--- src/pkg/ief_pkg.sv ---
// Constants shared by the integrity error flag logic.
package ief_pkg;

  // ==========================================================================
  // Register map
  // ==========================================================================
  localparam int unsigned ADDR_W         = 7;
  localparam logic [6:0]  ADDR_STATUS    = 7'h06;
  localparam logic [6:0]  ADDR_MASK      = 7'h07;
  localparam logic [6:0]  ADDR_LAST_DEF  = 7'h3f;
  localparam logic [15:0] MASK_RESET     = 16'h0040;
  localparam logic [15:0] MASK_WRITABLE  = 16'h1fff;
  localparam logic [15:0] STATUS_RESET   = 16'h0000;
  localparam logic [15:0] STATUS_IMPL    = 16'h001f;

  // ==========================================================================
  // Flag positions, shared by status and enable mask
  // ==========================================================================
  localparam int unsigned BIT_ROM_SUM    = 0;
  localparam int unsigned BIT_MAP_SUM    = 1;
  localparam int unsigned BIT_LINK_SUM   = 2;
  localparam int unsigned BIT_BAD_WRITE  = 3;
  localparam int unsigned BIT_BAD_READ   = 4;

  // ==========================================================================
  // Timing
  // ==========================================================================
  localparam int unsigned CLK_PERIOD_NS     = 8;
  localparam int unsigned MAP_CHECK_US      = 8;
  localparam int unsigned MAP_CHECK_CYCLES  = (MAP_CHECK_US * 1000) / CLK_PERIOD_NS;
  localparam int unsigned TIMER_W           = 16;

  typedef enum logic [1:0] {
    IEF_ROM_RUN   = 2'b00,
    IEF_ROM_CHECK = 2'b01,
    IEF_ROM_DONE  = 2'b10
  } ief_rom_state_type;

endpackage : ief_pkg

--- src/logic/ief_flags.sv ---
// Sticky integrity error flags with their enable mask and checksum checkers.
`timescale 1ns/1ps
`default_nettype none
// What this block does
// - Read of an invalid address sets the invalid-read flag; reset zero, write one clears.
// - Write to an invalid address sets the invalid-write flag; sticky, write one clears.
// - A failed link checksum sets flag bit 2.
// - While enabled, map checksum is recomputed periodically and compared with expected.
// - Periodic map checksum mismatch without host write sets the map-integrity flag.
// - After power-up ROM checksum is computed; mismatch sets flag bit 0.
// - Enable mask register at 0x07 resets to 0x0040; bits 0 to 4 each enable their flag, the other bits enable nothing.
module ief_flags
  import ief_pkg::*;
#(
  parameter int unsigned MAP_WORDS    = 16,
  parameter int unsigned ROM_WORDS    = 64,
  parameter int unsigned CHECK_CYCLES = MAP_CHECK_CYCLES,
  parameter logic [6:0]  ADDR_LAST    = ADDR_LAST_DEF,
  parameter logic [15:0] ROM_SUM      = 16'h0000
) (
  input  wire logic                   clk_i,
  input  wire logic                   rst_i,
  input  wire logic                   reg_wr_i,
  input  wire logic                   reg_rd_i,
  input  wire logic [6:0]             reg_addr_i,
  input  wire logic [15:0]            reg_wdata_i,
  input  wire logic                   link_sum_fail_i,
  input  wire logic [MAP_WORDS*16-1:0] map_data_i,
  input  wire logic [15:0]            rom_data_i,
  output logic      [15:0]            reg_rdata_o,
  output logic                        reg_rvalid_o,
  output logic      [15:0]            fault_status_o,
  output logic      [15:0]            fault_mask_o,
  output logic      [$clog2(ROM_WORDS)-1:0] rom_addr_o,
  output logic                        rom_check_done_o
);

  localparam int unsigned RAW = $clog2(ROM_WORDS);

  // ==========================================================================
  // Parameter checks
  // ==========================================================================
  // The timer must reach CHECK_CYCLES - 1, and both registers must be valid addresses.
  if (MAP_WORDS < 1 || ROM_WORDS < 2 || CHECK_CYCLES < 2 ||
      CHECK_CYCLES >= (1 << TIMER_W) ||
      ADDR_LAST < ADDR_STATUS || ADDR_LAST < ADDR_MASK) begin : g_bad_param
    $error("ief_flags: parameter out of range");
  end

  typedef struct packed {
    logic [15:0]       status;
    logic [15:0]       mask;
    logic [15:0]       rdata;
    logic              rvalid;
    logic [15:0]       expect_sum;
    logic              recapture;
    logic [TIMER_W-1:0] timer;
    ief_rom_state_type rom_state;
    logic [RAW-1:0]    rom_addr;
    logic [15:0]       rom_acc;
    logic              rom_done;
  } ief_state_type;

  ief_state_type st;
  ief_state_type next_st;

  // ==========================================================================
  // Map checksum
  // ==========================================================================
  // A rotate-and-xor fold: cheap, and unlike a plain xor it sees swapped words.
  logic [15:0] map_sum;
  always_comb begin
    map_sum = 16'h0000;
    for (int i = 0; i < MAP_WORDS; i++) begin
      map_sum = {map_sum[14:0], map_sum[15]} ^ map_data_i[i*16 +: 16];
    end
  end

  logic        addr_ok;
  logic [15:0] set_bits;
  logic [15:0] clr_bits;
  logic        check_tick;

  always_comb begin
    next_st    = st;
    addr_ok    = (reg_addr_i <= ADDR_LAST);
    set_bits   = 16'h0000;
    clr_bits   = 16'h0000;
    check_tick = 1'b0;

    // ========================================================================
    // Register access
    // ========================================================================
    // Read data is registered, so it answers one cycle after the strobe.
    next_st.rvalid = reg_rd_i;
    if (reg_rd_i) begin
      if (reg_addr_i == ADDR_STATUS) begin
        next_st.rdata = st.status & STATUS_IMPL;
      end else if (reg_addr_i == ADDR_MASK) begin
        next_st.rdata = st.mask;
      end else begin
        // Addresses with no storage in this block read zero.
        next_st.rdata = 16'h0000;
      end
    end
    if (reg_wr_i && addr_ok) begin
      if (reg_addr_i == ADDR_STATUS) begin
        clr_bits = reg_wdata_i;
      end else if (reg_addr_i == ADDR_MASK) begin
        next_st.mask = reg_wdata_i & MASK_WRITABLE;
      end
      // A host write legitimately changes the map, so relearn the sum next cycle.
      next_st.recapture = 1'b1;
    end

    if (reg_rd_i && !addr_ok) begin
      set_bits[BIT_BAD_READ] = 1'b1;
    end
    if (reg_wr_i && !addr_ok) begin
      set_bits[BIT_BAD_WRITE] = 1'b1;
    end
    if (link_sum_fail_i) begin
      set_bits[BIT_LINK_SUM] = 1'b1;
    end

    // ========================================================================
    // Periodic map check
    // ========================================================================
    // Relearning takes one cycle, so the sum is captured after the write has landed.
    if (st.recapture) begin
      next_st.expect_sum = map_sum;
      next_st.recapture  = reg_wr_i && addr_ok;
      next_st.timer      = '0;
    end else if (st.mask[BIT_MAP_SUM]) begin
      if (st.timer == TIMER_W'(CHECK_CYCLES - 1)) begin
        next_st.timer = '0;
        check_tick    = 1'b1;
      end else begin
        next_st.timer = st.timer + 1'b1;
      end
    end else begin
      next_st.timer = '0;
    end
    // A tick that meets a valid write is skipped; the sum is relearned next cycle anyway.
    // map mismatch
    if (check_tick && !(reg_wr_i && addr_ok) && map_sum != st.expect_sum) begin
      set_bits[BIT_MAP_SUM] = 1'b1;
    end

    // ========================================================================
    // ROM check after reset
    // ========================================================================
    case (st.rom_state)
      IEF_ROM_RUN: begin
        next_st.rom_acc = {st.rom_acc[14:0], st.rom_acc[15]} ^ rom_data_i;
        // The address stops on the last word rather than wrapping to word zero.
        if (st.rom_addr == RAW'(ROM_WORDS - 1)) begin
          next_st.rom_state = IEF_ROM_CHECK;
        end else begin
          next_st.rom_addr = st.rom_addr + 1'b1;
        end
      end
      IEF_ROM_CHECK: begin
        // The mask resets with this flag disabled; the host must enable it during the walk.
        if (st.rom_acc != ROM_SUM) begin
          set_bits[BIT_ROM_SUM] = 1'b1;
        end
        next_st.rom_state = IEF_ROM_DONE;
        next_st.rom_done  = 1'b1;
      end
      default: begin
        next_st.rom_state = IEF_ROM_DONE;
      end
    endcase

    // An event that meets its own clear wins, so no fault is lost.
    // set wins, gated by enable
    next_st.status = ((st.status & ~clr_bits) | (set_bits & st.mask)) & STATUS_IMPL;
  end

  // ==========================================================================
  // State register
  // ==========================================================================
  always_ff @(posedge clk_i or posedge rst_i) begin
    if (rst_i) begin
      st.status     <= STATUS_RESET;
      st.mask       <= MASK_RESET;
      st.rdata      <= 16'h0000;
      st.rvalid     <= 1'b0;
      st.expect_sum <= 16'h0000;
      st.recapture  <= 1'b1;
      st.timer      <= '0;
      st.rom_state  <= IEF_ROM_RUN;
      st.rom_addr   <= '0;
      st.rom_acc    <= 16'h0000;
      st.rom_done   <= 1'b0;
    end else begin
      st <= next_st;
    end
  end

  // ==========================================================================
  // Outputs
  // ==========================================================================
  assign reg_rdata_o      = st.rdata;
  assign reg_rvalid_o     = st.rvalid;
  assign fault_status_o   = st.status;
  assign fault_mask_o     = st.mask;
  assign rom_addr_o       = st.rom_addr;
  assign rom_check_done_o = st.rom_done;

endmodule : ief_flags
`default_nettype wire

--- config.mk ---
export PLATFORM = sky130hd
export DESIGN_NAME = ief_flags
export DESIGN_NICKNAME = d
export VERILOG_FILES = /design/src/pkg/ief_pkg.sv /design/src/logic/ief_flags.sv
export SDC_FILE = /design/constraint.sdc
export NUM_CORES = 1
export LEC_CHECK = 0
export BUFFER_PORTS_ARGS = -buffer_cell sky130_fd_sc_hd__buf_2
export CORE_AREA = 2 2 139 141
export DETAILED_ROUTE_END_ITERATION = 10
export DIE_AREA = 0 0 141 143
export GPL_ROUTABILITY_DRIVEN = 0
export HOLD_SLACK_MARGIN = 0.12
export PLACE_DENSITY_LB_ADDON = 0.2
export SLEW_MARGIN = 10
export SYNTH_ARGS = -nofsm -noshare
export SYNTH_HDL_FRONTEND = slang
export SYNTH_SLANG_ARGS = --single-unit
--- constraint.sdc ---
create_clock -name clk_i -period 3 [get_ports clk_i]
set_input_delay 0.15 -clock clk_i [delete_from_list [all_inputs] [get_ports clk_i]]
set_output_delay 0.15 -clock clk_i [all_outputs]
set_load 0.01 [all_outputs]
; ---- Yosys cells after proc, flatten, opt, wreduce, memory -nomap -nowiden
; Index checks and enable logic that the tools add are counted.
[classes]
n_addsub = 2
n_mul = 0
div_mod_pow = 0
n_lt_le_gt_ge = 1
eq_ne = 7
n_shift = 0
muxes = 20
bitwise = 22
reduce_logical = 11
[ops]
columns = cell, count
row1 = bitwise XOR 16 bit, 16
row2 = two-way mux 16 bit, 4
row3 = "adder 16 x 1 -> 16 bit, second input constant", 1
row4 = "equality test 16 x 10 -> 1 bit, second input constant", 1
row5 = inequality test 16 bit, 1
row6 = nonzero test 16 bit, 1
row7 = "equality test 7 x 3 -> 1 bit, second input constant", 2
row8 = two-way mux 13 bit, 1
row9 = two-way mux 1 bit, 11
row10 = bitwise AND 5 bit, 2
row11 = two-way mux 5 bit, 2
row12 = "less-or-equal comparator 7 x 6 -> 1 bit, second input constant", 1
row13 = "adder 6 x 1 -> 6 bit, second input constant", 1
row14 = "equality test 6 bit, second input constant", 1
row15 = logical AND 1 bit, 5
row16 = inverter 5 bit, 1
row17 = OR 5 bit, 1
row18 = two-way mux 2 bit, 2
row19 = AND reduction 3 bit, 1
row20 = "equality test 2 x 1 -> 1 bit, second input constant", 1
row21 = zero test 1 bit, 2
row22 = zero test 2 bit, 1
row23 = "inequality test 2 bit, second input constant", 1
row24 = inverter 1 bit, 2
row25 = AND reduction 2 bit, 1
[totals]
reg_bits = 93
latchBits = 0
ram_bits = 0
mem_bits_ro = 0
inputBits = 300
output_inout_bits = 56
wordCells = 74
memories = 0

; ---- Logic depth before layout (Yosys ltp)
; Gate-level depths: netlist of the first run.
[depth]
word_depth = 20
depth_mapped = 7
depth_no_buf = 7

; ---- Least setup slack after synthesis of the first run
; No wires, ideal clock.
[synth_timing]
path_type = input to register
start = in reg_addr_i[4]
end = reg st (netlist bit fault_mask_o[0])
setup_ps = 125
arrival_time_ps = 1425
required_time_ps = 2875
setup_slack_ps = 1450
path_stages = 6
path_buffers = 1
cell_sequence = nor4b_1 -> nand3b_1 -> inv_1 -> nand3_1 -> buf_1 -> mux2_2
[synth_via]
elab_chain_len = 3
elab_cells_between_ends = 6
cone_classes = order compare (1) / eq/ne (2) / bitwise (1) / reduce/logical (2)
[synth_lines]
columns = element, line_no
row1 = start: declaration, ief_flags.sv:25  ; input wire logic [6:0] reg_addr_i,
row2 = less-or-equal comparator 7 x 6 -> 1 bit / equality test 7 x 3 -> 1 bit (equally long branches), "ief_flags.sv:86, ief_flags.sv:107"
row3 = logical AND 1 bit / inverter 1 bit (equally long branches), --
row4 = AND reduction 3 bit (no source line) *, --
row5 = end signal: assignment, ief_flags.sv:198  ; st <= next_st;
row6 = end: declaration, ief_flags.sv:64  ; ief_state_type st;
; Every way passes the cells marked *; elsewhere a longest branch is shown, timed or not.
; A chain may end at the register's enable or synchronous reset.

==> reports/qor.txt, run 1 <==
Slew @ Worst Pin: 731.4 ps
CTS root buf: clkbuf_16
Post-Syn Instances: 662
Area growth syn-to-layout: 33.81%
clock-pin slew on the worst setup and hold paths: 70 ps
leakage power: 0.004104 uW
count leader, synth: xnor2_1
Clock Skew: 5.601 ps
CTS tree: done
asr flop ratio synth: 100.0%
Slowest-stage cell, CP: nor3_1
vias in the first global route: 5039
core area: 18580 um^2
overall die width: 141 um
Netlist cell types: 32
post-route ant nets: 0
global route total overflow: 0
die area: 20160 um^2
Tightest Hold Check Type: in2reg
share of cells above drive strength 1: 37.93%
Clock Sinks: 90
fill count: 1819
H-tree depth: 3
DRC Markers: 0
outcome: finished clean
Synth top area share: 33.23%
via/cell ratio: 4.281
# setup viols final: 0
Final Hold Viols: 0
Multi-input gate area: 3908 um^2
I/O Buffers: 335
Tmin final: 2139 ps
wire per inst: 13.31 um
Num CTS Buffers: 9
Worst Path Required: 3230 ps
crit-path cells: buf_2, nor4b_1, nand3b_1, nor3_1, nand2_1, a22o_1, dlygate4sd3_1
number of I/O pins: 356
RSZ-0062 raised after global routing: false
via count: 5270
die height: 143 um
startpoint types: primary input
Clock Path Buffers: 2
VDD IR max: 212.3 uV
Post-Route WL: 16380 um
Pwr per Cell Area: 556.7 nW/um^2
max incr delay on CP: 690 ps
Yosys top cell by area: dfrtp_1
worst-path maximum fanout: 7
Skew-Pair Late Insertion Delay: 340 ps
drt pass-1 iters: 4
MaxCap Viol Count: 0
type of the worst setup path: in2reg
Final nets: 1291
first-pass GRT wire length: 24900 um
Avg Inst Size Synth: 10.01 um^2
Post-Syn Area: 6628 um^2
sequential standard cell area: 2255 um^2
Core Rows: 50
Starting Density: 35.67%
largest net degree at the start of global routing: 51
flops & latches, synth: 90
Slew headroom: 50.86%
Synth top cells by count: xnor2_1 (231), dfrtp_1 (88), buf_4 (54)
CP endpoint kind: flop
initial antenna violation count: 4
Initial DRC Count: 145
Period Utilization, post-route: 71.30%
Synth warnings: 0
WP data arrival: 2370 ps
Global Route Usage Sum: 15.86%
register area share after synthesis: 34.02%
final max-slew violation count: 0
dpl hpwl: 13740 um
ys flop type: dfrtp_1
Post-synth EDFFs: 0
total power: 4937 uW
FMAX: 467.5 MHz
Setup TNS: 0 ps
Area contributors post-synth: dfrtp_1 (33%), xnor2_1 (31%), buf_4 (6.1%), xor2_1 (5.7%), xnor3_1 (5.4%)
registers in the layout, summed over array words and instances, names as in the netlist:
name,flops
reg_rvalid_o,1
st,51
rom_check_done_o,1
fault_mask_o,13
fault_status_o,5
reg_rdata_o,13
rom_addr_o,6
cells in the final DEF, fill, tap and decap left out, types with 3 or more instances in the layout:
cell / n
buf_2: 335
xnor2_1: 231
dfrtp_1: 88
nand2_1: 46
xor2_1: 43
nor2_1: 37
dlygate4sd3_1: 32
o21ai_0: 24
mux2_2: 20
inv_1: 17
conb_1: 17
a21oi_1: 16
xnor3_1: 16
clkbuf_16: 9
nand3_1: 8
nand4_1: 8
nor4_1: 7
o22ai_1: 5
and3_1: 4
diode_2: 3
nor3_1: 3
a32o_1: 3
path summary, 6_finish.rpt:
| path | slack, ps | depth (start not counted) | endpoint | start |
|---|---|---|---|---|
| max in group asynchronous | 1830 | 4 | fault_mask_o[6]$_DFFE_PP1P_ | rst_i |
| worst min-delay path | 130 | 3 | st[8]$_DFFE_PP0P_ | rom_data_i[7] |
| worst max register to register | 1190 | 5 | rom_addr_o[5]$_DFFE_PP0P_ | st[23]$_DFFE_PP0N_ |
| min in group asynchronous | 460 | 3 | st[46]$_DFFE_PP0P_ | rst_i |
| worst max-delay path | 860 | 7 | fault_status_o[2]$_DFF_PP0_ | reg_addr_i[4] |
| worst min register to register | 460 | 1 | st[25]$_DFF_PP0_ | st[25]$_DFF_PP0_ |
timing repair:
action,in CTS,in global routing
endpoints found under the setup margin,0,0
setup buffers,0,0
resized for setup,0,0
hold buffers,32,0
endpoints found under the hold margin,82,0
worst max-delay path, delay by kind of cell:
kind / cells / cell delay, ps
AND/OR/NAND/NOR: 4 / 1370
buffers and inverters: 2 / 650
AO/OA/AOI/OAI: 1 / 200
cell families (layout without fill, tap and decap cells):
family / after synthesis / count (layout) / synth area share [%]
adder cells (fa/ha/maj): 2 / 2 / 0.3775
AO/OA/AOI/OAI: 51 / 51 / 4.342
multiplexers: 20 / 20 / 3.398
AND/OR/NAND/NOR: 122 / 122 / 8.231
other: 1 / 20 / 0.05658
buffers and inverters: 86 / 402 / 7.929
XOR/XNOR: 290 / 290 / 41.65
flip-flops: 90 / 90 / 34.02
per-layer routing:
layer | up-vias | GRT usage (%) | share of wire [%]
li1 | 2709 | - | -
met1 | 2363 | 17.70 | 39
met2 | 179 | 29.58 | 53
met3 | 17 | 4.494 | 6.9
met4 | 2 | 4.316 | 1.1
met5 | - | 0 | 0.098
stage by stage:
step	setup slack [ps]	instances	hold WS, ps	area (um^2)	util [%]
floorplan	518.1	678	181.4	6688	-
global placement	864.1	1180	312.8	8222	44.25
detailed placement	856.1	1180	314.6	8222	44.25
CTS	775.2	1228	123.2	8861	47.69
global route	635.3	1229	137.6	8864	47.70
finish	861.1	1231	134.3	8869	47.73
cell type report:
type | count | share of cell area [%]
Multi-Input combinational cell | 502 | 44.06
Timing Repair Buffer | 368 | 22.74
Antenna cell | 3 | 0.08465
Inverter | 18 | 0.7901
Sequential cell | 90 | 25.42
Tap cell | 234 | 3.301
Clock buffer | 10 | 2.582
Clock inverter | 6 | 1.016
report_power, final:
part / internal (uW) / switching [uW]
clock: 734 / 492
sequential: 1470 / 205
combinational: 1260 / 781
total: 3460 / 1480
No activity file was read; power rests on OpenSTA's default activity.
==> run 2: changes to the inputs <==
ABC_AREA = 1   (was default)
clock period = 1.8 ns   (was 3 ns; I/O delays follow)
==> reports/qor.txt, run 2 <==
startpoint types: flop
Area growth syn-to-layout: 30.27%
Clock Sinks: 90
PnR worst setup slack: 156.5 ps
Skew-Pair Late Insertion Delay: 340 ps
Yosys top cell by area: dfrtp_1
Compound-Gate Fraction of Synth Area: 3.522%
Area contributors post-synth: dfrtp_1 (27%), nand2_1 (21%), xnor2_1 (10%), inv_1 (8.6%), xor2_1 (8.1%)
XOR/XNOR share of the synthesized area: 18.24%
asr flop ratio synth: 100.0%
Synth top cells by count: nand2_1 (460), inv_1 (185), nand3_1 (113)
Final nets: 1883
Multi-input gate area: 4786 um^2
Post-Syn Area: 8065 um^2
H-tree depth: 3
I/O Buffers: 335
Pwr per Cell Area: 692.7 nW/um^2
Post-Syn Instances: 1236
WP data arrival: 1870 ps
vias in the first global route: 7473
Tightest Hold Check Type: in2reg
clock-pin slew on the worst setup and hold paths: 60 ps
max FFs per register: 51
ANT cells: 0
Avg Inst Size Synth: 6.525 um^2
MaxCap Viol Count: 0
Setup TNS: 0 ps
FMAX: 608.5 MHz
DRC Markers: 0
Core Rows: 50
worst-path maximum fanout: 9
wire per inst: 11.03 um
CP endpoint kind: flop
via/cell ratio: 4.493
post-route ant nets: 0
largest net degree at the start of global routing: 91
via count: 8177
Initial DRC Count: 220
commonest non-fill, non-tap cell in the layout: nand2_1
register area share after synthesis: 27.96%
die height: 143 um
Tmin final: 1644 ps
largest family of logic cells by synthesized area: simple AND/OR/NAND/NOR gates
die area: 20160 um^2
reg-to-reg slack, setup: 160 ps
Crit Reg-Reg Endpoint: st[33]$_DFF_PP0_
final max-slew violation count: 0
core area: 18580 um^2
leakage power: 0.006141 uW
Clock Skew: 6.395 ps
number of I/O pins: 356
Final Hold Viols: 0
sequential standard cell area: 2255 um^2
outcome: finished clean
post-synthesis mux area share: 1.396%
RSZ-0062 raised after global routing: true
hold path startpoint: reg_addr_i[0]
Slew headroom: 43.74%
overall die width: 141 um
Min-Delay Path Depth: 5
Post-Route WL: 20080 um
most frequent cells in the layout: nand2_1 (458), buf_2 (335), inv_1 (183)
adder-cell share of the synthesized area: 0.3103%
share of cells above drive strength 1: 24.97%
# setup viols final: 0
VDD IR max: 927.8 uV
Synth top area share: 27.30%
Starting Density: 43.41%
Slew @ Worst Pin: 843.0 ps
Num CTS Buffers: 9
Reg-to-Reg Start: st[26]$_DFF_PP0_
Hold Slack: 173.1 ps
final core occ: 56.55%
flops & latches, synth: 90
Clock Path Buffers: 2
fill count: 1786
largest register by flop count: st
global route total overflow: 0
initial antenna violation count: 0
Global Route Usage Sum: 19.53%
CTS root buf: clkbuf_16
pre-CTS setup slack: 34.09 ps
Synth Area in Simple Gates: 34.27%
drt pass-1 iters: 4
Period Utilization, post-route: 91.31%
Synth warnings: 0
CP Launch Point: st[26]$_DFF_PP0_
CTS tree: done
Post-synth EDFFs: 0
dpl hpwl: 16290 um
Hold EP: fault_status_o[4]$_DFF_PP0_
type of the worst setup path: reg2reg
Netlist cell types: 34
R2R depth: 8
ys flop type: dfrtp_1
Worst Path Required: 2030 ps
count leader, synth: nand2_1
first-pass GRT wire length: 32420 um
[run 2: cell count changes after synthesis, sizes merged, moves of 10 or more]
cell / change
xnor2: -138
o21ai: +14
mux2: -10
xnor3: -16
nand3: +105
a21oi: -10
inv: +167
nand2: +416
xor2: +32
nand3b: +11
[run 2: area by class of cell]
class,instances,share of cell area (%)
clock buffer,12,2.346
tap,234,2.787
clock inverter,4,0.7265
timing repair buffer,385,20.48
sequential,90,21.46
inverter,185,6.645
multi-input combinational,910,45.55
[run 2: metal layers]
layer | up-vias | wire length (um) | track usage, %
met4 | 0 | 541 | 6.684
met2 | 223 | 9838 | 35.53
met1 | 3524 | 8650 | 23.31
li1 | 4392 | - | -
met3 | 38 | 1049 | 3.387
met5 | - | 0 | 0
[run 2: timing repair]
item / 4_1_cts / 5_1_grt
endpoints found under the hold margin: 124 / 0
gates resized for setup: 0 / 17
endpoints found under the setup margin: 0 / 10
hold buffers: 35 / 0
buffers inserted: 0 / 1
[run 2: worst max-delay path by stage]
stage	end	slack [ps]	cells after the start
2_1_floorplan	st[39]$_DFF_PP0_	140	12
3_3_place_gp	fault_status_o[1]$_DFF_PP0_	30	14
3_5_place_dp	fault_status_o[1]$_DFF_PP0_	30	14
4_1_cts	st[39]$_DFF_PP0_	40	12
5_1_grt	st[37]$_DFF_PP0_	-20	12
6_report	st[33]$_DFF_PP0_	160	8
[run 2: critical path, cell delays in order (launching register included)]
cell and delay (ps):
dfrtp_1 360, ha_2 190, nand2_2 70, buf_4 140, nor3_1 120, nand4_1 190
nand2_2 200, buf_4 190, nor3_1 60
[run 2: per-stage QoR]
| stage | instance area, um^2 | total power, uW | cells |
|---|---|---|---|
| 5_1_grt | 10510 | 7899 | 1820 |
| 4_1_cts | 10430 | 7352 | 1819 |
| 3_3_place_gp | 9761 | 5155 | 1768 |
| 2_1_floorplan | 8129 | 4432 | 1252 |
| 6_report | 10510 | 7278 | 1820 |
| 3_5_place_dp | 9761 | 5221 | 1768 |
[run 2: cells by family (layout without fill, tap and decap cells)]
group,Yosys count,after routing
other cells,1,17
fa+ha+maj,2,2
mux,10,10
simple gates,661,661
flops,90,90
xor+xnor,168,168
compound gates,52,52
buf+inv,252,586
[run 2: where the power goes]
part           internal [uW]  total [uW]  switching (uW)  leakage, uW
clock                   1260        2040             781     0.000153
sequential              2360        2640             279      0.00116
combinational           1190        2600            1400      0.00483
